--- src/inc/flsq_pkg.sv ---
// Package with command codes, status bit positions, pin timing and host register map.
package flsq_pkg;
   // Device command codes written on the data bus.
   localparam logic [7:0] CMD_LOCK_SETUP   = 8'h60;
   localparam logic [7:0] CMD_BLOCK_LOCK   = 8'h01;
   localparam logic [7:0] CMD_MASTER_LOCK  = 8'hf1;
   localparam logic [7:0] CMD_CLEAR_LOCKS  = 8'hd0;
   localparam logic [7:0] CMD_READ_ARRAY   = 8'hff;
   localparam logic [7:0] CMD_CLEAR_STATUS = 8'h50;
   localparam logic [7:0] CMD_READ_STATUS  = 8'h70;
   // Status byte bit positions.
   localparam int SR_READY   = 7;
   localparam int SR_ESUSP   = 6;
   localparam int SR_ERASE   = 5;
   localparam int SR_WRITE   = 4;
   localparam int SR_SUPPLY  = 3;
   localparam int SR_WSUSP   = 2;
   localparam int SR_PROTECT = 1;
   // Mask that drops the reserved bit 0.
   localparam logic [7:0] SR_MASK = 8'hfe;
   // Strobe phase timing.
   localparam int STROBE_NS     = 100;
   localparam int CLK_NS        = 50;
   localparam int STROBE_CYC    = (STROBE_NS + CLK_NS - 1) / CLK_NS;
   localparam logic [3:0] STROBE_CNT = 4'(STROBE_CYC);
   // Host register addresses.
   localparam logic [3:0] A_CTRL   = 4'h0;
   localparam logic [3:0] A_ADDR   = 4'h1;
   localparam logic [3:0] A_STATUS = 4'h2;
   localparam logic [3:0] A_RESULT = 4'h3;
   // Operation codes written into the control register.
   localparam logic [2:0] OP_BLOCK_LOCK   = 3'h1;
   localparam logic [2:0] OP_MASTER_LOCK  = 3'h2;
   localparam logic [2:0] OP_CLEAR_LOCKS  = 3'h3;
   localparam logic [2:0] OP_CLEAR_STATUS = 3'h4;
   localparam logic [2:0] OP_READ_ARRAY   = 3'h5;
   // Sequencer states.
   typedef enum logic [3:0] {
      FLSQ_IDLE, FLSQ_WR1, FLSQ_WR2, FLSQ_POLL, FLSQ_RD, FLSQ_GAP
   } flsq_state_t;
endpackage : flsq_pkg

--- src/flsq_host.sv ---
// Host controller that sequences lock-bit commands and status polling on a parallel flash.
//
// Contract
// - Host masks reserved bit 0 when polling.
// - Host trusts bits 6..0 only when ready.
// - Lock set is 60H then 01H or F1H.
// - Clear locks is 60H then D0H.
// - Host writes FFH before reading array again.
// - Host clears status before any retry; the code sends 50H only when software starts OP_CLEAR_STATUS.
// - Full check order: supply, protect, both, error.
`timescale 1ns/1ps
module flsq_host
   import flsq_pkg::*;
(
   // Clock and reset.
   input  wire logic        core_clk,
   input  wire logic        arst_n,
   // Software register port.
   input  wire logic [3:0]  reg_addr,
   input  wire logic [31:0] reg_wdata,
   input  wire logic        reg_wr,
   input  wire logic        reg_rd,
   output logic      [31:0] reg_rdata,
   // Flash bus pins.
   output logic      [19:0] flash_addr,
   input  wire logic [7:0]  flash_dq_in,
   output logic      [7:0]  flash_dq_out,
   output logic             flash_dq_oe,
   output logic             flash_ce_n,
   output logic             flash_we_n,
   output logic             flash_oe_n,
   input  wire logic        ready_busy_output
);
   // Sequencer state.
   flsq_state_t state_q;
   // Operation in progress and its second command byte.
   logic [2:0]  op_q;
   logic [7:0]  cmd2_q;
   // Target address written by software.
   logic [19:0] addr_q;
   // Phase counter for strobe width.
   logic [3:0]  cnt_q;
   // Last masked status byte and the sequencer result flags.
   logic [7:0]  status_q;
   logic        busy_q;
   logic        done_q;
   logic        err_q;

   // Second command byte for each operation code.
   function automatic logic [7:0] confirm_code(input logic [2:0] op);
      case (op)
         OP_BLOCK_LOCK:   confirm_code = CMD_BLOCK_LOCK;
         OP_MASTER_LOCK:  confirm_code = CMD_MASTER_LOCK;
         OP_CLEAR_LOCKS:  confirm_code = CMD_CLEAR_LOCKS;
         OP_CLEAR_STATUS: confirm_code = CMD_CLEAR_STATUS;
         default:         confirm_code = CMD_READ_ARRAY;
      endcase
   endfunction : confirm_code

   // True for operations that are a two-write setup/confirm pair.
   function automatic logic two_write(input logic [2:0] op);
      two_write = (op == OP_BLOCK_LOCK) || (op == OP_MASTER_LOCK) || (op == OP_CLEAR_LOCKS);
   endfunction : two_write

   // A start is a control write with a known operation while idle.
   logic start;
   assign start = reg_wr && (reg_addr == A_CTRL) && (state_q == FLSQ_IDLE)
                  && (reg_wdata[2:0] >= OP_BLOCK_LOCK) && (reg_wdata[2:0] <= OP_READ_ARRAY);

   // Completion: the status read ends with bit 7 set and the ready pin high.
   logic poll_done;
   assign poll_done = (state_q == FLSQ_RD) && (cnt_q == 4'h0) && flash_dq_in[SR_READY]
                      && ready_busy_output;

   // Target address register.
   always_ff @(posedge core_clk or negedge arst_n) begin
      if (!arst_n) begin
         addr_q <= 20'h00000;
      end else if (reg_wr && reg_addr == A_ADDR) begin
         addr_q <= reg_wdata[19:0];
      end
   end

   // Sequencer: each phase holds pins for STROBE_CNT plus one cycles.
   always_ff @(posedge core_clk or negedge arst_n) begin
      if (!arst_n) begin
         state_q      <= FLSQ_IDLE;
         op_q         <= 3'h0;
         cmd2_q       <= 8'h00;
         cnt_q        <= 4'h0;
         flash_addr   <= 20'h00000;
         flash_dq_out <= 8'h00;
         flash_dq_oe  <= 1'b0;
         flash_ce_n   <= 1'b1;
         flash_we_n   <= 1'b1;
         flash_oe_n   <= 1'b1;
      end else begin
         case (state_q)
            FLSQ_IDLE: begin
               // Launch the first write of the chosen sequence.
               if (start) begin
                  op_q         <= reg_wdata[2:0];
                  cmd2_q       <= confirm_code(reg_wdata[2:0]);
                  flash_addr   <= addr_q;
                  flash_dq_out <= two_write(reg_wdata[2:0]) ? CMD_LOCK_SETUP
                                  : confirm_code(reg_wdata[2:0]);
                  flash_dq_oe  <= 1'b1;
                  flash_ce_n   <= 1'b0;
                  flash_we_n   <= 1'b0;
                  cnt_q        <= STROBE_CNT;
                  state_q      <= FLSQ_WR1;
               end
            end
            FLSQ_WR1, FLSQ_WR2: begin
               // Hold the write strobe, then release and decide the next phase.
               if (cnt_q != 4'h0) begin
                  cnt_q <= cnt_q - 4'h1;
               end else begin
                  flash_we_n  <= 1'b1;
                  flash_ce_n  <= 1'b1;
                  flash_dq_oe <= 1'b0;
                  cnt_q       <= STROBE_CNT;
                  if (state_q == FLSQ_WR1 && two_write(op_q)) begin
                     state_q <= FLSQ_GAP;
                  end else if (two_write(op_q)) begin
                     state_q <= FLSQ_POLL;
                  end else begin
                     state_q <= FLSQ_IDLE;
                  end
               end
            end
            FLSQ_GAP: begin
               // Recovery time, then the confirm write.
               if (cnt_q != 4'h0) begin
                  cnt_q <= cnt_q - 4'h1;
               end else begin
                  flash_dq_out <= cmd2_q;
                  flash_dq_oe  <= 1'b1;
                  flash_ce_n   <= 1'b0;
                  flash_we_n   <= 1'b0;
                  cnt_q        <= STROBE_CNT;
                  state_q      <= FLSQ_WR2;
               end
            end
            FLSQ_POLL: begin
               // After the confirm the device outputs status on every read.
               if (cnt_q != 4'h0) begin
                  cnt_q <= cnt_q - 4'h1;
               end else begin
                  flash_ce_n <= 1'b0;
                  flash_oe_n <= 1'b0;
                  cnt_q      <= STROBE_CNT;
                  state_q    <= FLSQ_RD;
               end
            end
            FLSQ_RD: begin
               // Sample the status byte at the end of the read strobe.
               if (cnt_q != 4'h0) begin
                  cnt_q <= cnt_q - 4'h1;
               end else begin
                  flash_ce_n <= 1'b1;
                  flash_oe_n <= 1'b1;
                  cnt_q      <= STROBE_CNT;
                  // Completion is judged on bit 7 together with the ready pin.
                  if (flash_dq_in[SR_READY] && ready_busy_output) begin
                     state_q <= FLSQ_IDLE;
                  end else begin
                     state_q <= FLSQ_POLL;
                  end
               end
            end
            default: begin
               state_q <= FLSQ_IDLE;
            end
         endcase
      end
   end

   // Busy flag and completion flag; done is sticky until software reads result.
   always_ff @(posedge core_clk or negedge arst_n) begin
      if (!arst_n) begin
         busy_q <= 1'b0;
         done_q <= 1'b0;
      end else begin
         // Busy drops on the completing edge; a new start leaves an unread done from an earlier job set.
         if (start) begin
            busy_q <= 1'b1;
         end else if (state_q == FLSQ_IDLE || poll_done) begin
            busy_q <= 1'b0;
         end
         // A completion in the cycle of a clear read wins over the clear.
         if (state_q == FLSQ_RD && cnt_q == 4'h0 && flash_dq_in[SR_READY] && ready_busy_output) begin
            done_q <= 1'b1;
         end else if (reg_rd && reg_addr == A_RESULT) begin
            done_q <= 1'b0;
         end
      end
   end

   // Captured status, masked and interpreted in full-check order.
   always_ff @(posedge core_clk or negedge arst_n) begin
      if (!arst_n) begin
         status_q <= 8'h00;
         err_q    <= 1'b0;
      end else if (state_q == FLSQ_RD && cnt_q == 4'h0 && flash_dq_in[SR_READY]
                   && ready_busy_output) begin
         status_q <= flash_dq_in & SR_MASK;
         // Supply, protect, sequence and operation errors all fail the job.
         err_q    <= flash_dq_in[SR_SUPPLY] | flash_dq_in[SR_PROTECT]
                     | flash_dq_in[SR_ERASE] | flash_dq_in[SR_WRITE];
      end else if (start && reg_wdata[2:0] == OP_CLEAR_STATUS) begin
         status_q <= 8'h00;
         err_q    <= 1'b0;
      end
   end

   // Register read port with data valid one cycle after the strobe.
   always_ff @(posedge core_clk or negedge arst_n) begin
      if (!arst_n) begin
         reg_rdata <= 32'h00000000;
      end else if (reg_rd) begin
         if (reg_addr == A_CTRL) begin
            reg_rdata <= {29'h0, op_q};
         end else if (reg_addr == A_ADDR) begin
            reg_rdata <= {12'h000, addr_q};
         end else if (reg_addr == A_STATUS) begin
            reg_rdata <= {24'h000000, status_q};
         end else if (reg_addr == A_RESULT) begin
            reg_rdata <= {29'h0, err_q, done_q, busy_q};
         end else begin
            reg_rdata <= 32'h00000000;
         end
      end else begin
         reg_rdata <= 32'h00000000;
      end
   end

   // Setup byte always precedes the confirm byte of a lock sequence.
   setup_first_a : assert property (
      @(posedge core_clk) disable iff (!arst_n)
      (state_q == FLSQ_IDLE && start && two_write(reg_wdata[2:0]))
      |=> (flash_dq_out == CMD_LOCK_SETUP && !flash_we_n))
      else $error("setup byte not driven first");

   // Confirm byte matches the operation.
   confirm_byte_a : assert property (
      @(posedge core_clk) disable iff (!arst_n)
      $rose(state_q == FLSQ_WR2) |-> flash_dq_out == confirm_code(op_q))
      else $error("wrong confirm byte");

   // Reserved bit never appears in the captured status.
   reserved_zero_a : assert property (
      @(posedge core_clk) disable iff (!arst_n)
      status_q[0] == 1'b0)
      else $error("reserved bit not masked");

   // Status is taken only once the device reports ready.
   ready_capture_a : assert property (
      @(posedge core_clk) disable iff (!arst_n)
      $changed(status_q) && status_q != 8'h00 |-> $past(flash_dq_in[SR_READY]))
      else $error("status captured while busy");

   // Data bus is never driven while the output enable strobe is active.
   no_contention_a : assert property (
      @(posedge core_clk) disable iff (!arst_n)
      !flash_oe_n |-> !flash_dq_oe)
      else $error("bus contention");

   // Busy falls on the same edge that raises done.
   done_not_busy_a : assert property (
      @(posedge core_clk) disable iff (!arst_n)
      poll_done |=> done_q && !busy_q)
      else $error("busy still set after completion");

   // A status read with bit 7 low goes back to polling.
   busy_repoll_a : assert property (
      @(posedge core_clk) disable iff (!arst_n)
      (state_q == FLSQ_RD && cnt_q == 4'h0 && !flash_dq_in[SR_READY])
      |=> state_q == FLSQ_POLL)
      else $error("busy status not polled again");

   // Each write strobe lasts exactly three cycles.
   write_width_a : assert property (
      @(posedge core_clk) disable iff (!arst_n)
      $fell(flash_we_n) |-> !flash_we_n [*3] ##1 flash_we_n)
      else $error("write strobe width wrong");

   // The address stays put while a write strobe is low.
   addr_hold_a : assert property (
      @(posedge core_clk) disable iff (!arst_n)
      !flash_we_n && $past(!flash_we_n) |-> $stable(flash_addr))
      else $error("address moved during write");
endmodule : flsq_host

--- config.mk ---
export PLATFORM = sky130hd
export DESIGN_NAME = flsq_host
export DESIGN_NICKNAME = d
export VERILOG_FILES = /design/src/inc/flsq_pkg.sv /design/src/flsq_host.sv
export SDC_FILE = /design/constraint.sdc
export NUM_CORES = 1
export LEC_CHECK = 0
export ABC_CLOCK_PERIOD_IN_PS = 2400
export BUFFER_PORTS_ARGS = -buffer_cell sky130_fd_sc_hd__buf_4
export CORE_ASPECT_RATIO = 1.1
export CORE_MARGIN = 3
export CORE_UTILIZATION = 47
export CTS_CLUSTER_SIZE = 20
export DETAILED_ROUTE_END_ITERATION = 6
export GPL_TIMING_DRIVEN = 0
export PLACE_DENSITY = 0.76
export SKIP_LAST_GASP = 1
export SYNTH_ARGS = -nofsm -noshare
export SYNTH_HDL_FRONTEND = slang
export SYNTH_SLANG_ARGS = --single-unit
--- constraint.sdc ---
create_clock -name core_clk -period 2.4 [get_ports core_clk]
set_clock_uncertainty 0.2 [all_clocks]
set_input_delay 0.48 -clock core_clk [delete_from_list [all_inputs] [get_ports core_clk]]
set_output_delay 0.48 -clock core_clk [all_outputs]
set_load 0.05 [all_outputs]
==> out/metrics.yaml <==
place:
  dpl_cell_area_mm2: 0.004836
  globalplace.congestion: 0.8210
  hpwl_um: 6466
  port_buffers: 87
  place_ws_ps: -283.1
synthesis:
  synthCells: 369
  synth.distinct_cells: 50
  synth-edff-count: 0
  avgSynthCellArea_um2: 10.86
  async_flop_share: 1.000
  synth_seq_cells: 95
  yosysSeqAreaShare: 0.5943
  yosysWarnings: 0
  synth-main-ff-cell: "dfrtp_1"
  syn_area_mm2: 0.004006
clock_tree:
  clock_path_buffers: 2
  cts_sinks: 95
  clkLatencyLatePin_ps: 350
  cts_root_buf: "clkbuf_8"
  cts_tree: "done"
  cts_made_buffers: 9
  h-tree-depth: 3
  clkSlewWorstSetupHoldPaths_ps: 90
cells_and_area:
  nFillCells: 665
  multi_input_area_mm2: 0.001504
  final_cell_mix: "buf_4, nand2_1, dfrtp_1"
  final_common_cell: "buf_4"
  postLayoutCellArea_mm2: 0.005149
  area_growth_pct: 28.51
  drive_above_1_share: 0.3050
  final_core_util: 0.6370
  nets: 529
  diodes: 0
  register_area_mm2: 0.002381
route:
  avgViaCountPerCell: 5.215
  wl_per_cell_um: 15.33
  drc: 0
  vias: 3077
  drt-total-wl_um: 9043
  drt_iter0_markers: 256
  firstDrtPassIters: 4
  drtAntennaViolNets: 0
timing:
  setup_violations: 0
  fin_ws_ps: 21.88
  slew_violations: 0
  whs_ps: 130.4
  finalCritPeriodShare: 0.9909
  relSlewSlack: 0.2200
  tns_ps: 0
  tightest_slew_ps: 1170
  fmax_mhz: 420.5
  period_minus_slack_ps: 2378
  hold_viol: 0
  rsz0062_at_grt: "yes"
grt:
  grt_max_degree: 96
  grt_pass1_vias: 2971
  grt_overflow: 0
  grt_pass1_wl_um: 14660
  grt_usage: 0.1953
  grt_antenna_before_repair: 0
floorplan:
  die_w_um: 94.03
  initial_utilization: 0.4957
  num_rows: 34
  io-pin-count: 113
  coreArea_mm2: 0.008083
  dieArea_mm2: 0.009669
  die_h_um: 102.8
worst_setup_path:
  slowest_delay_ps: 490
  r2r-start: "state_q[0]$_DFFE_PN0P_"
  reg2reg_setup_slack_ps: 20
  crit_start: "state_q[0]$_DFFE_PN0P_"
  crit_type: "reg2reg"
  cpMaxStageDelayCell: "a2111o_1"
  rr_worst_depth: 7
  cp-end-kind: "flip-flop"
  critPathMaxFanout: 10
  start_kind: "flip-flop"
  critical_path_arrival_ps: 2420
  timing.rr.end: "flash_addr[5]$_DFFE_PN0P_"
  crit_end: "flash_addr[5]$_DFFE_PN0P_"
  crit_chain: "clkbuf_4 > or3_4 > buf_6 > a2111o_1 > clkbuf_1 > nand2_1 > nand2_1"
  critPathRequiredTime_ps: 2440
  cp_common_cell: "nand2_1"
power_and_ir_drop:
  power_density_mw_per_mm2: 1098
  p_leak_nw: 2.655
  ir_drop_mv: 0.6067
worst_hold_path:
  min_from: "reg_wdata[11]"
  hp-class: "in2reg"
outcome:
  status: "finished clean"
run:
  drv_cap: 0
==> cells by family after synthesis <==
| group | count (synthesis) | share of synthesized area |
|---|---|---|
| adders and majority gates | 2 | 0.006245 |
| other | 1 | 0.0009360 |
| xor gates and xnor gates | 1 | 0.002187 |
| and+or+nand+nor | 147 | 0.1633 |
| muxes | 21 | 0.05840 |
| AOI/OAI and AO/OA | 62 | 0.1227 |
| DFF | 95 | 0.5943 |
| buffers and inverters | 40 | 0.05184 |
==> layout make-up <==
type / instances / area share
Tap cell: 108 / 0.02625
Timing Repair Buffer: 90 / 0.1312
Multi-Input combinational cell: 245 / 0.2921
Clock inverter: 6 / 0.02260
Inverter: 7 / 0.005103
Buffer: 30 / 0.03621
Clock buffer: 9 / 0.02406
Sequential cell: 95 / 0.4625
==> critical path: cells and delay by family, from the launching register on <==
| kind | cells | cell delay, ps |
|---|---|---|
| buf+inv | 3 | 640 |
| simple gates | 3 | 570 |
| compound gates | 1 | 490 |
| flops | 1 | 370 |
==> per-layer routing <==
metal	global-route usage	vias up	share of wire
li1	-	1468	-
met1	0.2528	1513	0.41
met2	0.3299	86	0.53
met3	0.04088	10	0.056
met4	0.06556	0	0.012
met5	0	-	0
==> worst min-delay path by stage <==
stage | cells after the start | slack [ps] | end
3_5_place_dp | 2 | 260 | flash_addr[9]$_DFFE_PN0P_
6_report | 2 | 130 | addr_q[11]$_DFFE_PN0P_
2_1_floorplan | 0 | -20 | addr_q[0]$_DFFE_PN0P_
4_1_cts | 2 | 110 | addr_q[11]$_DFFE_PN0P_
3_3_place_gp | 2 | 260 | cmd2_q[5]$_DFFE_PN0P_
5_1_grt | 2 | 110 | addr_q[11]$_DFFE_PN0P_
==> timing repair <==
item / CTS / global route
hold buffers: 0 / 0
buffers inserted: 2 / 1
resized for setup: 9 / 11
setup endpoints to repair: 38 / 43
pin swaps: 2 / 5
cloned: 0 / 0
==> cells in the mapped netlist (3+ instances only) <==
| library cell | number | area share |
|---|---|---|
| dfrtp_1 | 92 | 0.57 |
| a31oi_1 | 3 | 0.0047 |
| nor3_1 | 6 | 0.0075 |
| mux2_1 | 17 | 0.048 |
| clkbuf_1 | 15 | 0.014 |
| nor2_1 | 15 | 0.014 |
| nand3_1 | 3 | 0.0037 |
| a22oi_1 | 9 | 0.017 |
| dfstp_2 | 3 | 0.020 |
| a22o_1 | 7 | 0.015 |
| buf_2 | 4 | 0.0050 |
| buf_4 | 14 | 0.026 |
| and3_1 | 12 | 0.019 |
| nand2_1 | 95 | 0.089 |
| o221a_2 | 5 | 0.014 |
| inv_1 | 7 | 0.0066 |
| o21ai_0 | 8 | 0.010 |
| o21ai_1 | 7 | 0.0087 |
==> where the power goes <==
| group | internal, W | switching [W] |
|---|---|---|
| clock | 0.000698 | 0.000569 |
| combinational | 0.000758 | 0.00132 |
| sequential | 0.00201 | 0.000296 |
==> flip-flops by register name, indices dropped and copies added, names as in the netlist <==
signal	count
flash_ce_n	1
addr_q	20
err_q	1
cnt_q	4
busy_q	1
flash_oe_n	1
flash_dq_out	6
state_q	3
cmd2_q	5
flash_addr	20
flash_we_n	1
reg_rdata	20
done_q	1
flash_dq_oe	1
op_q	3
status_q	7
==> stage by stage <==
stage	instances	total power (W)
2_1_floorplan	380	0.003733
4_1_cts	591	0.005634
3_3_place_gp	575	0.004282
5_1_grt	590	0.005955
3_5_place_dp	575	0.004351
6_report	590	0.005653
No activity file was read; power rests on OpenSTA's default activity.
